==> src/cad_pkg.sv <==
// constants and types shared by the combined activity decision block
package cad_pkg;

	// widths
	localparam int SNR_W = 16;
	localparam int CNT_W = 8;
	localparam int TALLY_W = 10;
	localparam int ADDR_W = 4;
	localparam int DATA_W = 32;

	// input sampling rate selection
	typedef enum logic [1:0] {
		RATE_OTHER = 2'b00,
		RATE_16K = 2'b01,
		RATE_32K = 2'b10
	} cad_rate_t;

	// snr thresholds, all snr values in units of 0.1
	localparam logic signed [SNR_W-1:0] FREQ_SNR_TH = 16'sh0002;
	localparam logic signed [SNR_W-1:0] HI_SMOOTH_TH = 16'sh0069;
	localparam logic signed [SNR_W-1:0] HI_FLUX_TH = 16'sh0016;
	localparam logic signed [SNR_W-1:0] MID_FLUX_TH = 16'sh000f;
	localparam logic signed [SNR_W-1:0] LO_SMOOTH_TH = 16'sh007d;
	localparam logic signed [SNR_W-1:0] LO_FLUX_TH = 16'sh0014;

	// frame count thresholds
	localparam logic [CNT_W-1:0] HI_CONT_TH = 8'h28;
	localparam logic [CNT_W-1:0] LO_CONT_TH = 8'h1e;
	localparam logic [CNT_W-1:0] CONT_MAX = 8'hff;
	localparam logic [TALLY_W-1:0] TALLY_MAX = 10'h3e8;
	localparam logic [TALLY_W-1:0] TALLY_FORCE_LIM = 10'h00c;
	localparam logic [CNT_W-1:0] BUDGET_MIN = 8'h14;

	// snr flux averaging window
	localparam int AVG_LEN = 8;
	localparam int AVG_SH = 3;
	localparam int PTR_W = 3;

	// register indices on the plain register port
	localparam logic [ADDR_W-1:0] IDX_CFG = 4'h0;
	localparam logic [ADDR_W-1:0] IDX_RAW_TH = 4'h1;
	localparam logic [ADDR_W-1:0] IDX_SMOOTH_TH = 4'h2;
	localparam logic [ADDR_W-1:0] IDX_STATUS = 4'h3;
	localparam logic [ADDR_W-1:0] IDX_TALLY = 4'h4;
	localparam logic [ADDR_W-1:0] IDX_BUDGET = 4'h5;
	localparam logic [ADDR_W-1:0] IDX_COUNT = 4'h6;
	localparam logic [ADDR_W-1:0] IDX_FLUX = 4'h7;

	// reset values
	localparam logic [1:0] CFG_RST = 2'h1;
	localparam logic signed [SNR_W-1:0] RAW_TH_RST = 16'sh0028;
	localparam logic signed [SNR_W-1:0] SMOOTH_TH_RST = 16'sh0050;

endpackage : cad_pkg

==> src/cad_snr_avg.sv <==
// background noise energy tracking and averaged sub-band snr
`timescale 1ns/1ps
`default_nettype none

module cad_snr_avg (
	// clock and reset
	input wire logic clk,
	input wire logic rst,
	// frame inputs
	input wire logic frame_stb,
	input wire logic bg_update,
	input wire logic tonal,
	input wire logic signed [15:0] frame_energy,
	// current frame averaged snr
	output logic signed [15:0] flux_now
);

	logic prev_bg_q, prev_bg_d;
	logic prev_tonal_q, prev_tonal_d;
	logic signed [15:0] prev_energy_q, prev_energy_d;
	logic signed [15:0] bg1_q, bg1_d;
	logic signed [15:0] bg2_q, bg2_d;
	logic signed [15:0] hist_q [cad_pkg::AVG_LEN];
	logic signed [15:0] hist_d [cad_pkg::AVG_LEN];
	logic [cad_pkg::PTR_W-1:0] ptr_q, ptr_d;
	logic signed [18:0] sum_q, sum_d;
	logic signed [17:0] mix;
	logic signed [16:0] diff;
	logic signed [15:0] bg_prev;
	logic signed [15:0] inst;
	logic signed [18:0] sum_new;

	always_comb
	begin
		// previous frame background from its own flags and two older frames
		mix = 18'(prev_energy_q) + 18'(prev_energy_q) + 18'(bg1_q) + 18'(bg2_q);
		bg_prev = (prev_bg_q && !prev_tonal_q) ? 16'(mix >>> 2) : bg1_q;
		diff = 17'(frame_energy) - 17'(bg_prev);
		inst = diff[15:0];
		sum_new = sum_q - 19'(hist_q[ptr_q]) + 19'(inst);
		flux_now = 16'(sum_new >>> cad_pkg::AVG_SH);
		prev_bg_d = prev_bg_q;
		prev_tonal_d = prev_tonal_q;
		prev_energy_d = prev_energy_q;
		bg1_d = bg1_q;
		bg2_d = bg2_q;
		hist_d = hist_q;
		ptr_d = ptr_q;
		sum_d = sum_q;
		if (frame_stb)
		begin
			prev_bg_d = bg_update;
			prev_tonal_d = tonal;
			prev_energy_d = frame_energy;
			bg1_d = bg_prev;
			bg2_d = bg1_q;
			hist_d[ptr_q] = inst;
			ptr_d = ptr_q + 3'h1;
			sum_d = sum_new;
		end
	end

	always_ff @(posedge clk)
	begin
		if (rst)
		begin
			prev_bg_q <= 1'h0;
			prev_tonal_q <= 1'h0;
			prev_energy_q <= 16'sh0000;
			bg1_q <= 16'sh0000;
			bg2_q <= 16'sh0000;
			for (int i = 0; i < cad_pkg::AVG_LEN; i++)
				hist_q[i] <= 16'sh0000;
			ptr_q <= 3'h0;
			sum_q <= 19'sh00000;
		end
		else
		begin
			prev_bg_q <= prev_bg_d;
			prev_tonal_q <= prev_tonal_d;
			prev_energy_q <= prev_energy_d;
			bg1_q <= bg1_d;
			bg2_q <= bg2_d;
			hist_q <= hist_d;
			ptr_q <= ptr_d;
			sum_q <= sum_d;
		end
	end

endmodule : cad_snr_avg

`default_nettype wire

==> src/cad_top.sv <==
// combined activity decision with forced-active extension
`timescale 1ns/1ps
`default_nettype none

//Behaviour
// - noise type defaults non-silence; silence when both long-term snrs exceed thresholds
// - at 16/32 kHz merged decision starts from the third detector flag
// - at 16/32 kHz silence, freq snr over 0.2, merged zero: take first flag
// - at 16/32 kHz smooth snr under 10.5 or non-silence checks or terms
// - at 16/32 kHz or of both flags when flux or count or tonal qualify
// - no or term: 32 kHz first flag if silence else third; 16 kHz first
// - other rates start from third flag, branch on silence or non-silence
// - other rates silence: first flag if smooth snr over 12.5 and not tonal
// - other rates non-silence: or of flags when flux, count or tonal qualify
// - background frames raise the noise-update tally, saturating at 1000
// - noise-update tally clears at codec initialisation
// - third flag active and tally below 12 loads budget with max(20, hangover)
// - inactive merged decision with budget above zero forced active, budget decrements
// - previous frame background energy from its flags and two older frames
// - averaged sub-band snr from previous background and current energy
// - consecutive active count zero first frame, then follows previous decision
// - hangover length arrives from outside each frame
module cad_top (
	// clock and reset
	input wire logic REF_CLK,
	input wire logic RST,
	// frame features
	input wire logic FRAME_STB,
	input wire logic FIRST_ACT,
	input wire logic THIRD_ACT,
	input wire logic TONAL,
	input wire logic BG_UPDATE,
	input wire logic signed [15:0] RAW_LT_SNR,
	input wire logic signed [15:0] SMOOTH_LT_SNR,
	input wire logic signed [15:0] FREQ_SNR,
	input wire logic signed [15:0] FRAME_ENERGY,
	input wire logic [7:0] HANG_LEN,
	// register port
	input wire logic [3:0] REG_ADDR,
	input wire logic [31:0] REG_WDATA,
	input wire logic REG_WE,
	input wire logic REG_RE,
	output logic [31:0] REG_RDATA,
	// decision
	output logic MERGED_ACT,
	output logic DECISION_VALID,
	output logic NOISE_SILENT
);

	// configuration registers
	logic [1:0] cfg_q, cfg_d;
	logic signed [15:0] raw_th_q, raw_th_d;
	logic signed [15:0] smooth_th_q, smooth_th_d;
	logic [31:0] rdata_q, rdata_d;

	// frame state
	logic [9:0] tally_q, tally_d;
	logic [7:0] budget_q, budget_d;
	logic [7:0] cont_q, cont_d;
	logic merged_q, merged_d;
	logic silent_q, silent_d;
	logic first_q, first_d;
	logic valid_q, valid_d;
	logic signed [15:0] flux_q, flux_d;

	// per-frame decision terms
	cad_pkg::cad_rate_t rate;
	logic signed [15:0] flux_now;
	logic silent_now;
	logic [7:0] cont_now;
	logic merged_now;
	logic [9:0] tally_now;
	logic [7:0] budget_ld;
	logic [7:0] budget_new;
	logic final_now;

	function automatic logic [7:0] cad_max8(input logic [7:0] a, input logic [7:0] b);
		cad_max8 = (a > b) ? a : b;
	endfunction : cad_max8

	function automatic logic cad_merge(
		input cad_pkg::cad_rate_t sel,
		input logic silent,
		input logic first,
		input logic third,
		input logic tonal,
		input logic signed [15:0] freq,
		input logic signed [15:0] smooth,
		input logic signed [15:0] flux,
		input logic [7:0] cont
	);
		logic res;
		logic or_hi;
		logic or_lo;
		logic lo_res;
		res = third;
		or_hi = (flux > cad_pkg::HI_FLUX_TH) || tonal
			|| ((flux > cad_pkg::MID_FLUX_TH) && (cont > cad_pkg::HI_CONT_TH));
		or_lo = (flux > cad_pkg::LO_FLUX_TH) || tonal
			|| ((flux > cad_pkg::MID_FLUX_TH) && (cont > cad_pkg::LO_CONT_TH));
		lo_res = third;
		if (silent)
		begin
			if ((smooth > cad_pkg::LO_SMOOTH_TH) && !tonal)
				lo_res = first;
		end
		else if (or_lo)
			lo_res = first | third;
		unique case (sel)
			cad_pkg::RATE_16K, cad_pkg::RATE_32K:
			begin
				if (silent && (freq > cad_pkg::FREQ_SNR_TH) && !third)
					res = first;
				else if ((smooth < cad_pkg::HI_SMOOTH_TH) || !silent)
				begin
					if (or_hi)
						res = first | third;
					else if (sel == cad_pkg::RATE_16K)
						res = first;
					else if (silent)
						res = first;
				end
			end
			cad_pkg::RATE_OTHER:
				res = lo_res;
			default:
				res = lo_res;
		endcase
		cad_merge = res;
	endfunction : cad_merge

	cad_snr_avg u_snr_avg (
		.clk(REF_CLK),
		.rst(RST),
		.frame_stb(FRAME_STB),
		.bg_update(BG_UPDATE),
		.tonal(TONAL),
		.frame_energy(FRAME_ENERGY),
		.flux_now(flux_now)
	);

	// combined decision for the frame on the inputs
	always_comb
	begin
		rate = cad_pkg::cad_rate_t'(cfg_q);
		silent_now = (RAW_LT_SNR > raw_th_q) && (SMOOTH_LT_SNR > smooth_th_q);
		if (first_q)
			cont_now = 8'h00;
		else if (merged_q)
			cont_now = (cont_q == cad_pkg::CONT_MAX) ? cont_q : cont_q + 8'h01;
		else
			cont_now = 8'h00;
		merged_now = cad_merge(rate, silent_now, FIRST_ACT, THIRD_ACT, TONAL,
			FREQ_SNR, SMOOTH_LT_SNR, flux_now, cont_now);
		if (BG_UPDATE && (tally_q < cad_pkg::TALLY_MAX))
			tally_now = tally_q + 10'h001;
		else
			tally_now = tally_q;
		if (THIRD_ACT && (tally_now < cad_pkg::TALLY_FORCE_LIM))
			budget_ld = cad_max8(cad_pkg::BUDGET_MIN, HANG_LEN);
		else
			budget_ld = budget_q;
		if (!merged_now && (budget_ld != 8'h00))
		begin
			final_now = 1'h1;
			budget_new = budget_ld - 8'h01;
		end
		else
		begin
			final_now = merged_now;
			budget_new = budget_ld;
		end
	end

	// frame state updates once per strobe
	always_comb
	begin
		tally_d = tally_q;
		budget_d = budget_q;
		cont_d = cont_q;
		merged_d = merged_q;
		silent_d = silent_q;
		first_d = first_q;
		flux_d = flux_q;
		valid_d = 1'h0;
		if (FRAME_STB)
		begin
			tally_d = tally_now;
			budget_d = budget_new;
			cont_d = cont_now;
			merged_d = final_now;
			silent_d = silent_now;
			first_d = 1'h0;
			flux_d = flux_now;
			valid_d = 1'h1;
		end
	end

	always_ff @(posedge REF_CLK)
	begin
		if (RST)
		begin
			tally_q <= 10'h000;
			budget_q <= 8'h00;
			cont_q <= 8'h00;
			merged_q <= 1'h0;
			silent_q <= 1'h0;
			first_q <= 1'h1;
			flux_q <= 16'sh0000;
			valid_q <= 1'h0;
		end
		else
		begin
			tally_q <= tally_d;
			budget_q <= budget_d;
			cont_q <= cont_d;
			merged_q <= merged_d;
			silent_q <= silent_d;
			first_q <= first_d;
			flux_q <= flux_d;
			valid_q <= valid_d;
		end
	end

	// register writes and reads
	always_comb
	begin
		cfg_d = cfg_q;
		raw_th_d = raw_th_q;
		smooth_th_d = smooth_th_q;
		rdata_d = 32'h00000000;
		if (REG_WE)
		begin
			unique case (REG_ADDR)
				cad_pkg::IDX_CFG: cfg_d = REG_WDATA[1:0];
				cad_pkg::IDX_RAW_TH: raw_th_d = REG_WDATA[15:0];
				cad_pkg::IDX_SMOOTH_TH: smooth_th_d = REG_WDATA[15:0];
				default: cfg_d = cfg_q;
			endcase
		end
		if (REG_RE)
		begin
			unique case (REG_ADDR)
				cad_pkg::IDX_CFG: rdata_d = {30'h00000000, cfg_q};
				cad_pkg::IDX_RAW_TH: rdata_d = {16'h0000, raw_th_q};
				cad_pkg::IDX_SMOOTH_TH: rdata_d = {16'h0000, smooth_th_q};
				cad_pkg::IDX_STATUS: rdata_d = {29'h00000000, first_q, silent_q, merged_q};
				cad_pkg::IDX_TALLY: rdata_d = {22'h000000, tally_q};
				cad_pkg::IDX_BUDGET: rdata_d = {24'h000000, budget_q};
				cad_pkg::IDX_COUNT: rdata_d = {24'h000000, cont_q};
				cad_pkg::IDX_FLUX: rdata_d = {16'h0000, flux_q};
				default: rdata_d = 32'h00000000;
			endcase
		end
	end

	always_ff @(posedge REF_CLK)
	begin
		if (RST)
		begin
			cfg_q <= cad_pkg::CFG_RST;
			raw_th_q <= cad_pkg::RAW_TH_RST;
			smooth_th_q <= cad_pkg::SMOOTH_TH_RST;
			rdata_q <= 32'h00000000;
		end
		else
		begin
			cfg_q <= cfg_d;
			raw_th_q <= raw_th_d;
			smooth_th_q <= smooth_th_d;
			rdata_q <= rdata_d;
		end
	end

	assign REG_RDATA = rdata_q;
	assign MERGED_ACT = merged_q;
	assign DECISION_VALID = valid_q;
	assign NOISE_SILENT = silent_q;
endmodule : cad_top

`default_nettype wire

==> config.mk <==
export PLATFORM = sky130hd
export DESIGN_NAME = cad_top
export DESIGN_NICKNAME = d
export VERILOG_FILES = /design/src/cad_pkg.sv /design/src/cad_snr_avg.sv /design/src/cad_top.sv
export SDC_FILE = /design/constraint.sdc
export NUM_CORES = 1
export LEC_CHECK = 0
export BUFFER_PORTS_ARGS = -buffer_cell sky130_fd_sc_hd__buf_2
export CAP_MARGIN = 10
export CORE_ASPECT_RATIO = 2
export CORE_UTILIZATION = 60
export CTS_BUF_LIST = sky130_fd_sc_hd__clkbuf_4
export CTS_CLUSTER_DIAMETER = 60
export DETAILED_ROUTE_END_ITERATION = 8
export PLACE_DENSITY_LB_ADDON = 0.3
export RECOVER_POWER = 25
export SLEW_MARGIN = 0
export SYNTH_ARGS = -nofsm -noshare
export SYNTH_HDL_FRONTEND = slang
export SYNTH_SLANG_ARGS = --single-unit
==> constraint.sdc <==
create_clock -name REF_CLK -period 18.3 [get_ports REF_CLK]
set_clock_uncertainty 0.1 [all_clocks]
set_input_delay 0 -clock REF_CLK [delete_from_list [all_inputs] [get_ports REF_CLK]]
set_output_delay 0 -clock REF_CLK [all_outputs]
set_load 0.005 [all_outputs]
Word level (Yosys, flattened, before mapping)
Cells that the tools add are included.

word-level totals
  logic and storage cells = 119
  input port bits = 117
  output and inout bits = 35
  register bits = 312

cells by class
  bitwise operators = 3
  equal/unequal tests = 10
  mux-type cells = 26
  reduce and logical (&&, ||, !) cells = 28
  add/subtract/negate cells = 10
  $lt $le $gt $ge = 15

operator list
  kind                                                                            number
  128-bit bitwise mux                                                             1
  16-bit one-hot mux with 8 select lines                                          1
  16-bit two-way mux                                                              4
  16-bit binary-select mux with 3-bit select                                      1
  16-bit demux with 3-bit select                                                  1
  8-bit two-way mux                                                               6
  16-bit > comparator                                                             2
  16-bit by 6-bit > comparator with 1-bit output (second input constant)          2
  19-bit by 16-bit adder with 19-bit output                                       1
  19-bit by 16-bit subtractor with 19-bit output                                  1
  17-bit by 16-bit adder with 18-bit output                                       1
  18-bit by 16-bit adder with 18-bit output                                       1
  16-bit by 16-bit adder with 17-bit output                                       1
  4-bit by 3-bit == test with 1-bit output (second input constant)                4
  16-bit by 3-bit > comparator with 1-bit output (second input constant)          1
  16-bit by 5-bit > comparator with 1-bit output (second input constant)          1
  16-bit by 8-bit > comparator with 1-bit output (second input constant)          1
  16-bit by 8-bit less-than comparator with 1-bit output (second input constant)  1
  16-bit subtractor                                                               1
  1-bit logical AND                                                               11
  1-bit two-way mux                                                               11
  10-bit by 1-bit adder with 10-bit output (second input constant)                1
  10-bit less-than comparator (second input constant)                             1
  10-bit by 4-bit less-than comparator with 1-bit output (second input constant)  1
  23 further kinds                                                                35

Depth between registers and ports, before layout
  word-level depth = 16
  gate-level depth with buffers = 35
  depth with buffers taken out = 34

Modules after synthesis
From an unflattened synthesis, not the netlist that was laid out.

unflattened totals
  cell total of the unflattened synthesis = 2,042
  area total of the unflattened synthesis = 17,549.3 µm²

by module, submodules not included
  module       cells an instance  area an instance (µm²)  seq. area each (µm²)  times used
  cad_snr_avg  1,280              11,477.3                4,003.8               1
  cad_top      762                6,072.1                 1,921.8               1

Least setup slack after synthesis
No wires, ideal clock.

  kind = reg2reg
  from = register u_snr_avg.bg1_q[2]
  to = register budget_q[6]
  stages on the path, launching flop included = 35
  path slack = 10,195 ps
  path buffers = 0
  required time = 18,126 ps
  period minus slack after synthesis = 8,105 ps
  library setup time = 74 ps
  arrival time = 7,930 ps
  cell sequence = dfxtp_1 -> fa_1 -> ha_1 -> a41o_1 -> a21oi_1 -> xor2_1 -> nor2_1 -> a21oi_1 -> ha_1 -> nor2b_1 -> o21ai_0 -> nand2b_1 -> maj3_1 -> maj3_2 -> maj3_2 -> a31o_1 -> o21ai_0 -> nand2b_1 -> xnor2_1 -> inv_1 -> fa_1 -> ha_1 -> nand4_1 -> a21oi_1 -> o21ai_1 -> a31oi_1 -> or3_1 -> a211o_1 -> nor4_1 -> nand4b_1 -> o2bb2ai_1 -> o21ai_2 -> or4b_1 -> mux2_2 -> a31oi_1

between the ends
  longest elaborated chain between the ends = 15
  elaborated cells on any way between the ends = 23
  those cells by class = add/sub (4); order compare (3); mux (8); reduce/logical (8)

RTL lines
  element                                                                                                           RTL line                                      source
  from (decl)                                                                                                       cad_snr_avg.sv:21                             logic signed [15:0] bg1_q, bg1_d;
  from (signal assigned)                                                                                            cad_snr_avg.sv:82                             bg1_q <= bg1_d;
  17-bit by 16-bit adder with 18-bit output                                                                         cad_snr_avg.sv:36                             mix = 18'(prev_energy_q) + 18'(prev_energy_q) + 18'(bg1_q) + 18'(bg2_q);
  18-bit by 16-bit adder with 18-bit output                                                                         cad_snr_avg.sv:36
  16-bit two-way mux (*)                                                                                            cad_snr_avg.sv:37                             bg_prev = (prev_bg_q && !prev_tonal_q) ? 16'(mix >>> 2) : bg1_q;
  16-bit subtractor (*)                                                                                             cad_snr_avg.sv:38                             diff = 17'(frame_energy) - 17'(bg_prev);
  via u_snr_avg.diff[10]                                                                                            cad_snr_avg.sv:28                             logic signed [16:0] diff;
  19-bit by 16-bit adder with 19-bit output (*)                                                                     cad_snr_avg.sv:40                             sum_new = sum_q - 19'(hist_q[ptr_q]) + 19'(inst);
  16-bit by 6-bit > comparator with 1-bit output or 16-bit by 5-bit > comparator with 1-bit output (tied branches)  cad_top.sv:97, cad_top.sv:98, cad_top.sv:100
  1-bit logical OR or 1-bit logical AND (tied branches)                                                             cad_top.sv:97, cad_top.sv:98
  1-bit logical OR                                                                                                  cad_top.sv:98                                 || ((flux > cad_pkg::MID_FLUX_TH) && (cont > cad_pkg::HI_CONT_TH));
  1-bit two-way mux                                                                                                 cad_top.sv:116                                if (or_hi)
  1-bit two-way mux                                                                                                 cad_top.sv:114                                else if ((smooth < cad_pkg::HI_SMOOTH_TH) || !silent)
  1-bit two-way mux                                                                                                 cad_top.sv:112                                if (silent && (freq > cad_pkg::FREQ_SNR_TH) && !third)
  1-bit two-way mux (*)                                                                                             cad_top.sv:109                                unique case (sel)
  1-bit logical NOT (*)                                                                                             cad_top.sv:163                                if (!merged_now && (budget_ld != 8'h00))
  1-bit logical AND (*)                                                                                             cad_top.sv:163
  8-bit two-way mux (*)                                                                                             cad_top.sv:163
  to (signal assigned)                                                                                              cad_top.sv:215                                budget_q <= budget_d;
  to (decl)                                                                                                         cad_top.sv:58                                 logic [7:0] budget_q, budget_d;

The timed path passes the listed nets; every way through them passes the cells marked *.
A chain may end at the register's enable or synchronous reset.

Worst setup path after layout
Ends and elaborated chain as after synthesis.

==> results_dict.tcl <==
set metrics [dict create \
    dp_hpwl_microns 33500 \
    synth_async_sr_flop_share 0 \
    power.share.clock 0.259 \
    num_vias 15700 \
    final_instance_area_sq_um 19200 \
    floorplan.die.width_microns 120 \
    postRouteAntennaNets 0 \
    synth_warnings 0 \
    flow.area_growth_from_synthesis_pct 14.5 \
    crit_path_top_delay_cell "dlygate4sd3_1" \
    combPwrFrac 0.403 \
    cts_tree "built" \
    placer_congestion_estimate 0.944 \
    post_layout_minimum_cycle_time_ns 10.91 \
    first_global_vias 16200 \
    post_synth_main_area_contributors "dfxtp_1 (33%), ha_1 (6.0%), nand2_1 (5.3%)" \
    rrSetupSlack_ns 7.39 \
    path_max_fanout 9 \
    finalNetCount 2383 \
    post_drt_via_cell_ratio 6.16 \
    fp.dieH_microns 238 \
    fin_crit_sh 0.596 \
    pwr_density_cell_nw_per_um2 106 \
    ys_ff_latch 280 \
    cts.reportedPaths.clkPinSlew_ns 0.07 \
    drive_above_1_share 0.139 \
    htreeDepth 3 \
    synth_commonest_cells "dfxtp_1 (280), nand2_1 (236), nor2_1 (236)" \
    route.detailed.drc 0 \
    rsz0062_at_grt "no" \
    core.rowCount 86 \
    critical_path_required_ns 18.86 \
    netlist.top_cell.by_area "dfxtp_1" \
    grt_overflow 0 \
    timing.max_slew.rel_slack -1.98 \
    drt_pre_antenna_iters 9 \
    root_buffer "clkbuf_4" \
    syn-mean-instance-area_sq_um 8.52 \
    netlist_area_pre_place_sq_um 16800 \
    cts_made_buffers 67 \
    fillerInstances 2206 \
    fp.dieArea_sq_um 28600 \
    cts.sinks 280 \
    rr_startpoint "u_snr_avg.bg1_q[2]$_SDFFE_PP0P_" \
    boundaryPins 152 \
    core_sq_um 27500 \
    hold_viol_final 0 \
    reg2regPathDepth 36 \
    cp_data_arrival_time_ns 11.47 \
    total_switching_power_uw 780 \
    finalSetupTns_ns 0 \
    most_numerous_cell_in_the_yosys_netlist "dfxtp_1" \
    grt_pass1_wl_microns 79100 \
    whs_endpoint "u_snr_avg.prev_energy_q[5]$_SDFFE_PP0P_" \
    drt_iter0_markers 1062 \
    track_usage 0.356 \
    timing.hold.worst_path_depth 4 \
    cellInternalPower_uw 1260 \
    antenna_found_initial 2 \
    synth-edff-count 0 \
    hold_path_class "input port to flop" \
    fmax_mhz 91.7 \
    postPlaceCellArea_sq_um 17500 \
    synth.yosys.seq_area_share 0.335 \
    leakagePower_uw 0.00751 \
    hp-start "FRAME_ENERGY[5]" \
    initial_core_util 0.608 \
    setup_viol 0 \
    distinct_cell_type_count_of_the_synthesized_netlist 93 \
    vdd.ir_drop.worst_mv 0.0622 \
    ys_dominant_reg_cell "dfxtp_1" \
    insertion_delay_ns 0.78 \
    critPathKind "flop to flop" \
    setup.worst_path.start "u_snr_avg.bg1_q[2]$_SDFFE_PP0P_" \
    multi_input_comb_area_sq_um 10300 \
    share_seq_of_total_power 0.337 \
    netlist.area_leader.share 0.335 \
    wirelength_microns 49700 \
    sequential_cell_area_sq_um 5610 \
    syn_inst 1967 \
    slew_viol_final 278 \
    post_drt_wl_per_cell_microns 19.5 \
    failed_checks "max-capacitance violations, max-slew violations" \
    regToRegEndpoint "budget_q[6]$_SDFFE_PP0P_" \
    swShare 0.383 \
    max_cap_viol_count 3 \
    critical_path.endpoint_type "flop" \
    grt_max_degree 109 \
    critical_path.max_stage_delay_ns 0.69 \
    category_of_the_worst_setup_path_launch_point "flop" \
    cts_repair_resize_count 0 \
    clock_tree.buffer_depth 3 \
    portBuffers 119 \
    status "finished with violations" \
    worst-slew-pin-transition_ns 4.47 \
]
-- kinds of logic after synthesis --
logic type      share of synthesized area
other cells                      0.000224
xor+xnor                           0.0291
simple gates                        0.198
flops                               0.335
fa+ha+maj                           0.108
buf+inv                            0.0534
mux                                0.0984
compound gates                      0.178
-- placed cells by master (no fill, tap or decap), drive strengths merged, types with 8 or more instances in the layout --
master       instances
a211oi              90
a21o                15
a21oi              148
a22oi                9
a31oi               18
and2                10
and3                14
buf                126
clkbuf             115
clkinv               9
conb                16
dfxtp              280
dlygate4sd3         92
fa                  36
ha                  81
inv                 81
mux2i               80
mux4                34
nand2              236
nand2b              17
nand3               67
nand3b              15
nand4               17
nor2               237
nor2b               26
nor3                37
nor3b               10
nor4                11
o211ai              11
o21a                14
o21ai               51
o311ai              10
or2                  8
or4                 10
xnor2               31
xor2                23
-- power groups by stage --
stage | clock network (uW) | registers, uW | logic, uW
floorplan | 0 | 683 | 591
global placement | 0 | 696 | 748
detailed placement | 0 | 698 | 781
CTS | 536 | 684 | 804
global route | 565 | 691 | 897
finish | 529 | 687 | 821
-- what timing repair did --
item / 4_1_cts / 5_1_grt
hold buffers: 92 / 0
buffers inserted: 0 / 0
endpoints found under the setup margin: 0 / 0
endpoints found under the hold margin: 253 / 0
-- registers in the layout (all words and copies together) (netlist names), 2 cells and up --
signal and count:
u_snr_avg.hist_q 128, tally_q 10, cfg_q 2, u_snr_avg.bg2_q 16
budget_q 8, cont_q 8, u_snr_avg.sum_q 3, REG_RDATA 16
u_snr_avg.prev_energy_q 16, raw_th_q 16, u_snr_avg.ptr_q 3, u_snr_avg.bg1_q 16
smooth_th_q 16, flux_q 16
-- critical path: cells and delay by family (launching register included) --
family | cells | cell delay (ns)
fa+ha+maj | 8 | 3.07
xor+xnor | 2 | 0.84
simple gates | 9 | 1.76
buf+inv | 3 | 1.46
compound gates | 14 | 3.12
flops | 1 | 0.42
-- worst max path at each step --
| stage | endpoint | slack (ns) | cells past startpoint |
|---|---|---|---|
| 2_1_floorplan | budget_q[6]$_SDFFE_PP0P_ | 10.20 | 34 |
| 3_3_place_gp | budget_q[6]$_SDFFE_PP0P_ | 8.82 | 34 |
| 3_5_place_dp | budget_q[6]$_SDFFE_PP0P_ | 8.68 | 34 |
| 4_1_cts | budget_q[6]$_SDFFE_PP0P_ | 7.69 | 36 |
| 5_1_grt | budget_q[6]$_SDFFE_PP0P_ | 6.87 | 36 |
| 6_report | budget_q[6]$_SDFFE_PP0P_ | 7.39 | 36 |
-- per-stage QoR --
stage,instances,setup WS (ns),power (uW),util,hold slack [ns]
after floorplan,1982,10.20,1270,-,0.0251
after global placement,2340,8.82,1440,0.634,0.148
after detailed placement,2340,8.68,1480,0.634,0.157
after CTS,2543,7.69,2020,0.698,0.0107
after global routing,2545,6.87,2150,0.696,0.0586
final,2546,7.39,2040,0.697,0.0436
-- routing by layer --
layer  GRT usage  wire length [microns]  vias to the layer above
met1       0.322                  16500                     7424
met3      0.0810                   3060                      241
met4       0.292                   3930                        0
li1            -                      -                     7383
met5           0                      0                        -
met2       0.659                  26200                      644
-- final cells by class --
cell class,instances,share of cell area
well taps,352,0.0230
multi-input cells,1486,0.538
flip-flops and latches,280,0.292
clock inverters,13,0.00535
repair buffers,235,0.0871
inverters,79,0.0155
clock buffers,98,0.0383
diodes,3,0.000391
(Power assumes the default switching activity.)
